### src/verilog/hcmr_consts.vh
// Constants for the host control and mailbox register bank
`ifndef HCMR_CONSTS_VH
`define HCMR_CONSTS_VH
`define HCMR_OFF_PAGE 8'h85
`define HCMR_OFF_BOX 8'h86
`define HCMR_OFF_HCTL 8'h87
`define HCMR_OFF_HADDR_LO 8'h88
`define HCMR_OFF_HADDR_HI 8'h8B
`define HCMR_OFF_SHADOW_HOST_ADDRESS_LO 8'h14
`define HCMR_OFF_SHADOW_HOST_ADDRESS_HI 8'h17
`define HCMR_PAGE_LOW 2'h0
`define HCMR_PAGE_HIGH 2'h1
`define HCMR_PAGE_MASK 8'h03
`define HCMR_PAGE_MSB 1
`define HCMR_PAGE_LSB 0
`define HCMR_BOX_HOST_MSB 7
`define HCMR_BOX_HOST_LSB 4
`define HCMR_BIT_PWRDN 6
`define HCMR_BIT_SWIRQ 4
`define HCMR_BIT_SPARE 3
`define HCMR_BIT_HALT 2
`define HCMR_BIT_IRQEN 1
`define HCMR_BIT_RST 0
`define HCMR_HCTL_RST_REQ 1'h1
`define HCMR_HALT_RST 1'h1
`define HCMR_RDATA_RST 8'h00
`endif

### src/verilog/hcmr_nibble.v
// Nibble-wide storage cell with its own write strobe
`timescale 1ns/1ps
module hcmr_nibble #(
    parameter W = 4
)(
    input wire clk,
    input wire clr,
    input wire we,
    input wire [W-1:0] din,
    output reg [W-1:0] q
);
    always @(posedge clk)
    begin
        if (clr)
            q <= {W{1'b0}};
        else if (we)
            q <= din;
    end
endmodule

### src/verilog/hcmr_regs.v
// Host control, page select and mailbox register bank
`timescale 1ns/1ps
`include "hcmr_consts.vh"
module hcmr_regs (
    input wire MCLK,
    input wire RST_N,
    input wire HOST_WR,
    input wire HOST_RD,
    input wire [7:0] HOST_ADDR,
    input wire [7:0] HOST_WDATA,
    output reg [7:0] HOST_RDATA,
    output wire HOST_RD_WAIT,
    output wire HOST_SEQ_ACCESS_OK,
    input wire SEQ_BOX_WR,
    input wire [3:0] SEQ_BOX_WDATA,
    output wire [3:0] SEQ_HOST_NIBBLE,
    input wire HALT_ACK_IN,
    output wire HALT_REQ,
    input wire IRQ_PENDING,
    input wire BUS_MASTER_ENABLE,
    input wire MEM_SPACE_ENABLE,
    input wire IO_SPACE_ENABLE,
    output reg IRQ_OUT_N,
    output wire MAIN_CLOCK_GATE,
    output wire SCSI_INPUT_ISOLATE,
    output wire DEVICE_RESET,
    output wire [1:0] ADDR_PAGE_FIELD,
    output wire HADDR_PAGE_HIGH,
    output wire SHADOW_HOST_ADDRESS_PAGE_HIGH
);
    // ----------------------------------------
    // Input synchronisers
    // ----------------------------------------
    // Every level here comes from another domain; only second flops feed logic
    reg halt_ack_s1;
    reg halt_ack;
    reg master_s1;
    reg master_on;
    reg mem_s1;
    reg mem_on;
    reg io_s1;
    reg io_on;
    reg irq_s1;
    reg irq_pend;
    always @(posedge MCLK)
    begin
        halt_ack_s1 <= HALT_ACK_IN;
        halt_ack <= halt_ack_s1;
        master_s1 <= BUS_MASTER_ENABLE;
        master_on <= master_s1;
        mem_s1 <= MEM_SPACE_ENABLE;
        mem_on <= mem_s1;
        io_s1 <= IO_SPACE_ENABLE;
        io_on <= io_s1;
        irq_s1 <= IRQ_PENDING;
        irq_pend <= irq_s1;
    end

    // ----------------------------------------
    // Decode
    // ----------------------------------------
    reg [1:0] addr_page_field;
    reg power_down_bit;
    reg software_irq_bit;
    reg spare_bit;
    reg halt_req;
    reg irq_enable_bit;
    reg soft_device_reset;
    reg device_reset_flag;
    reg read_pending;
    reg page_high;
    reg [7:0] hctl_view;
    wire wr_page = HOST_WR && (HOST_ADDR == `HCMR_OFF_PAGE);
    wire wr_box = HOST_WR && (HOST_ADDR == `HCMR_OFF_BOX);
    wire wr_hctl = HOST_WR && (HOST_ADDR == `HCMR_OFF_HCTL);
    wire rd_hctl = HOST_RD && (HOST_ADDR == `HCMR_OFF_HCTL);
    // Soft reset clears everything but the input synchronisers, HOST_RDATA, IRQ_OUT_N, itself and its flag
    wire clr_all = !RST_N || soft_device_reset;
    // Sequencer write cannot land on the host nibble
    wire [3:0] host_nib;
    wire [3:0] seq_nib;

    // ----------------------------------------
    // Mailbox
    // ----------------------------------------
    hcmr_nibble #(.W(4)) u_host_nib (
        .clk(MCLK),
        .clr(clr_all),
        .we(wr_box),
        .din(HOST_WDATA[`HCMR_BOX_HOST_MSB:`HCMR_BOX_HOST_LSB]),
        .q(host_nib)
    );
    hcmr_nibble #(.W(4)) u_seq_nib (
        .clk(MCLK),
        .clr(clr_all),
        .we(SEQ_BOX_WR),
        .din(SEQ_BOX_WDATA),
        .q(seq_nib)
    );
    assign SEQ_HOST_NIBBLE = host_nib;

    // ----------------------------------------
    // Page select and host control
    // ----------------------------------------
    wire next_halt = HOST_WDATA[`HCMR_BIT_HALT] ||
        (HOST_WDATA[`HCMR_BIT_PWRDN] && halt_req);
    always @(posedge MCLK)
    begin
        if (clr_all)
        begin
            addr_page_field <= `HCMR_PAGE_LOW;
            page_high <= 1'b0;
            power_down_bit <= 1'b0;
            software_irq_bit <= 1'b0;
            spare_bit <= 1'b0;
            irq_enable_bit <= 1'b0;
            halt_req <= `HCMR_HALT_RST;
        end
        else
        begin
            if (wr_page)
            begin
                addr_page_field <= HOST_WDATA[`HCMR_PAGE_MSB:`HCMR_PAGE_LSB];
                // Decoded here so both page outputs leave from a flop
                page_high <= (HOST_WDATA[`HCMR_PAGE_MSB:`HCMR_PAGE_LSB] == `HCMR_PAGE_HIGH);
            end
            if (wr_hctl)
            begin
                power_down_bit <= HOST_WDATA[`HCMR_BIT_PWRDN];
                software_irq_bit <= HOST_WDATA[`HCMR_BIT_SWIRQ];
                spare_bit <= HOST_WDATA[`HCMR_BIT_SPARE];
                irq_enable_bit <= HOST_WDATA[`HCMR_BIT_IRQEN];
                halt_req <= next_halt;
            end
        end
    end

    // Reset pulse and its flag live outside the soft reset so the flag holds
    always @(posedge MCLK)
    begin
        if (!RST_N)
        begin
            soft_device_reset <= 1'b0;
            device_reset_flag <= `HCMR_HCTL_RST_REQ;
        end
        else
        begin
            soft_device_reset <= wr_hctl && HOST_WDATA[`HCMR_BIT_RST];
            if (wr_hctl)
                device_reset_flag <= HOST_WDATA[`HCMR_BIT_RST];
        end
    end

    // ----------------------------------------
    // Read stretch after a halt change
    // ----------------------------------------
    always @(posedge MCLK)
    begin
        if (clr_all)
            read_pending <= 1'b0;
        // A fresh halt change wins over the acknowledge-match clear in the same cycle, but clr_all wins over both
        else if (wr_hctl && (next_halt != halt_req))
            read_pending <= 1'b1;
        else if (halt_ack == halt_req)
            read_pending <= 1'b0;
    end
    // Wait stays up only while the acknowledge still lags the request
    assign HOST_RD_WAIT = rd_hctl && read_pending && (halt_ack != halt_req);

    // ----------------------------------------
    // Host control read view
    // ----------------------------------------
    // Bits are placed by position so reserved ones default to zero
    always @*
    begin
        hctl_view = `HCMR_RDATA_RST;
        hctl_view[`HCMR_BIT_PWRDN] = power_down_bit;
        hctl_view[`HCMR_BIT_SWIRQ] = software_irq_bit;
        hctl_view[`HCMR_BIT_SPARE] = spare_bit;
        hctl_view[`HCMR_BIT_HALT] = halt_ack;
        hctl_view[`HCMR_BIT_IRQEN] = irq_enable_bit;
        hctl_view[`HCMR_BIT_RST] = device_reset_flag;
    end

    // ----------------------------------------
    // Read data
    // ----------------------------------------
    always @(posedge MCLK)
    begin
        if (!RST_N)
            HOST_RDATA <= `HCMR_RDATA_RST;
        else if (HOST_RD)
        begin
            case (HOST_ADDR)
                `HCMR_OFF_PAGE: HOST_RDATA <= {6'h00, addr_page_field};
                `HCMR_OFF_BOX: HOST_RDATA <= {host_nib, seq_nib};
                `HCMR_OFF_HCTL: HOST_RDATA <= hctl_view;
                default: HOST_RDATA <= `HCMR_RDATA_RST;
            endcase
        end
    end

    // ----------------------------------------
    // Interrupt, power and access gating
    // ----------------------------------------
    // Power-down wins over every source, including the software request
    wire space_on = mem_on || io_on;
    wire irq_next = !power_down_bit && irq_enable_bit && master_on &&
        (irq_pend || (software_irq_bit && space_on));
    always @(posedge MCLK)
    begin
        if (!RST_N)
            IRQ_OUT_N <= 1'b1;
        else
            IRQ_OUT_N <= !irq_next;
    end
    assign MAIN_CLOCK_GATE = power_down_bit;
    assign SCSI_INPUT_ISOLATE = power_down_bit;
    // Sequencer-owned space is shut while unpaused or powered down
    assign HOST_SEQ_ACCESS_OK = halt_req && halt_ack && !power_down_bit;
    assign HALT_REQ = halt_req;
    assign DEVICE_RESET = soft_device_reset;
    assign ADDR_PAGE_FIELD = addr_page_field;
    assign HADDR_PAGE_HIGH = page_high;
    assign SHADOW_HOST_ADDRESS_PAGE_HIGH = page_high;
endmodule

### config.mk
export PLATFORM = sky130hd
export DESIGN_NAME = hcmr_regs
export DESIGN_NICKNAME = d
export VERILOG_FILES = /design/src/verilog/hcmr_nibble.v /design/src/verilog/hcmr_regs.v
export VERILOG_INCLUDE_DIRS = /design/src /design/src/verilog
export SDC_FILE = /design/constraint.sdc
export NUM_CORES = 1
export LEC_CHECK = 0
export BUFFER_PORTS_ARGS = -buffer_cell sky130_fd_sc_hd__buf_4
export CAP_MARGIN = 20
export CELL_PAD_IN_SITES_DETAIL_PLACEMENT = 1
export CELL_PAD_IN_SITES_GLOBAL_PLACEMENT = 1
export CORE_UTILIZATION = 32
export CTS_CLUSTER_SIZE = 24
export DETAILED_ROUTE_END_ITERATION = 8
export HOLD_SLACK_MARGIN = 0.12
export PLACE_DENSITY = 0.69
export SYNTH_ARGS = -nofsm -noshare
export SYNTH_HDL_FRONTEND = slang
export SYNTH_HIERARCHICAL = 1
export SYNTH_SLANG_ARGS = --single-unit
### constraint.sdc
create_clock -name MCLK -period 1.9 [get_ports MCLK]
set_clock_uncertainty 0.15 [all_clocks]
set_input_delay 0.19 -clock MCLK [delete_from_list [all_inputs] [get_ports MCLK]]
set_output_delay 0.19 -clock MCLK [all_outputs]
set_load 0.02 [all_outputs]
==> metrics <==
most frequent CP cell=buf_4; DR vias/cell=4.84; Ant. Diodes=0; setup bufs post-CTS=0; final net count=262; Ys Warns=6; Setup-failing EPs final=0; Crit Path Max Fanout=4; worst reg2reg endpoint=u_seq_nib/q[1]; WL final=4180 um; CP Capture Type=output port; HP Class=in2reg; fmax=565 MHz; slowest cell on the critical path=or4b_4; unrepaired setup endpoints after global routing=false; first-pass GRT wire length=6960 um; hold worst-path end=HOST_RDATA[0]; Slew Viols, Final=0; WL per Instance=14.7 um; Hold Buf Count CTS=23; Post-DRT Antenna Nets=0; Worst-path clk slew=0.07 ns; Die X=70.3 um; maximum root-to-sink buffer count=2; Pwr per Cell Area=790 nW/um2; post-cts resize count=0; area delta synth->final=56.2%; Cell Area, Synth=1490 um2; worst reg2reg path startpoint=u_seq_nib/q[1]; critical path class=in2out; vias in the first global route=1502; GRT overflow=0; Initial Util=33.8%; pre-CTS setup slack=-0.130 ns; port bufs=52; Final Hold Violating Endpoints=0; I/O pin cnt=53; clock sinks=38; initial antenna violation count=0; reg2reg setup slack=0.56 ns; Final Power=1.84 mW; Die Y=70.3 um; Num CTS Buffers=5; pin count of the biggest net entering global routing=16; distinct cell type count after synthesis=35; TritonRoute pass-1 iters=4; Critical Path RT=1.56 ns; Peak VDD IR=0.530 mV; final period utilization=93.1%; peak per-stage delay on the critical path=0.54 ns; slew margin rel.=79.0%; Worst R2R Path Depth=3; gr usage total=18.3%; max-cap viol count=0; Data arrival, critical path=1.43 ns; Syn Area/Cell=9.89 um2; fin util=52.9%; status=completed; fin worst setup slack=0.131 ns; H-Tree Depth=2; clk_lat worst skew=0.30 ns; num rows=24; initial DRC count=73; vias=1375; FF+latch count, synth=38; Die ar.=4950 um2; drc violations=0; post-synthesis sequential area ratio=50.9%; layout cell share with drive strength beyond 1=31.0%; hold depth=3; detailed placement HPWL=3110 um; Synth Instances=151; fin crit period=1.77 ns; hold path start=HOST_ADDR[1]; Pleak=1.02 nW; Clock Root Buffer=clkbuf_8; CTS tree=built; critical path cell sequence=buf_4, or4b_4, buf_4, nor3_1, buf_4; GPL Wtd Cong=0.821; DP Area=1960 um2; design area=2330 um2; total nets after synthesis=182; CP startpoint kind=primary input; setup TNS=0 ns; core area=4410 um2; worst-margin pin slew=0.314 ns
[critical path, delay by kind of cell]
kind / cells / cell delay [ns]
buf+inv: 3 / 0.47
simple gates: 2 / 0.76
[kinds of logic after synthesis]
family / count (synthesis) / share of synthesized area (%)
adders and majority gates: 1 / 0.837
muxes: 22 / 14.9
buffers and inverters: 15 / 4.52
AOI/OAI and AO/OA: 18 / 7.71
and+or+nand+nor: 57 / 21.1
DFF: 38 / 50.9
[metrics by stage]
step	std cells	hold slack (ns)
2_1_floorplan	151	0.0677
5_1_grt	284	0.139
3_3_place_gp	253	0.144
6_report	284	0.125
4_1_cts	284	0.121
3_5_place_dp	253	0.147
[final cells by class]
cell class	instances	area, um2
multi-input cells	98	666
clock buffers	6	82.6
repair buffers	83	681
well taps	52	65.1
fillers	492	2080
inverters	5	18.8
flip-flops and latches	38	761
clock inverters	2	60.1
[cell usage after synthesis (all sizes together)]
cell    number  share of area [%]
dfxtp       38                 51
mux2i       20                 13
nand2       17                4.3
nor2        10                2.5
o21ai        8                2.7
clkbuf       7                1.9
nor2b        7                2.9
nand3        6                2.0
inv          5                1.3
nor3         4                2.1
a31oi        3                1.3
buf          3                1.3
a221oi       2                1.2
mux2         2                1.5
nand3b       2                1.0
nand4        2               0.84
o21a         2                1.0
and2         1               0.42
and3         1               0.42
and3b        1               0.59
and4         1               0.59
and4b        1               0.67
ha           1               0.84
nor4         1               0.42
nor4b        1                1.0
o211ai       1               0.50
o31ai        1               0.50
o41ai        1               0.59
or3          1               0.42
or4b         1               0.92
[power by group]
group / leakage, nW / total (mW) / internal (mW) / switching [mW]
Clock: 0.0714 / 0.852 / 0.560 / 0.292
Sequential: 0.311 / 0.819 / 0.813 / 0.00622
Combinational: 0.638 / 0.174 / 0.103 / 0.0707
Total: 1.02 / 1.84 / 1.48 / 0.369
[registers in the layout (all words and copies together) (netlist names), 2 cells and up]
signal / cells
u_seq_nib/q: 4
u_host_nib/q: 4
ADDR_PAGE_FIELD: 2
HOST_RDATA: 8
[per-layer routing]
layer  vias to the layer above  global-route usage (%)  wire [um]
li1                        682                       -          -
met1                       645                    21.3       1860
met2                        38                    30.9       2050
met3                        10                    5.05        163
met4                         0                    8.67        111
met5                         -                       0          0
[worst max path at each step]
stage / slack, ns / startpoint / depth (start not counted) / to
finish: 0.13 / HOST_ADDR[5] / 5 / HOST_RD_WAIT
floorplan: 0.009 / HOST_ADDR[5] / 6 / u_host_nib/q[0]
global route: 0.03 / HALT_REQ / 4 / HOST_RD_WAIT
global placement: -0.06 / HOST_ADDR[5] / 7 / u_host_nib/q[0]
CTS: 0.11 / HALT_REQ / 4 / HOST_RD_WAIT
detailed placement: -0.13 / HOST_ADDR[5] / 7 / u_host_nib/q[1]
[layout by cell type, fill, tap and decap left out, drive strengths merged, types with 2 or more instances in the layout]
| master | n |
|---|---|
| dlygate4sd3 | 23 |
| buf | 60 |
| nand4 | 2 |
| nand3b | 2 |
| nand2 | 17 |
| nor2b | 7 |
| nand3 | 6 |
| nor2 | 10 |
| mux2i | 20 |
| clkbuf | 6 |
| inv | 5 |
| bufinv | 2 |
| nor3 | 4 |
| a221oi | 2 |
| a31oi | 3 |
| o21a | 2 |
| mux2 | 2 |
| dfxtp | 38 |
| o21ai | 8 |
Note: power is estimated with default switching activity, not from simulation.
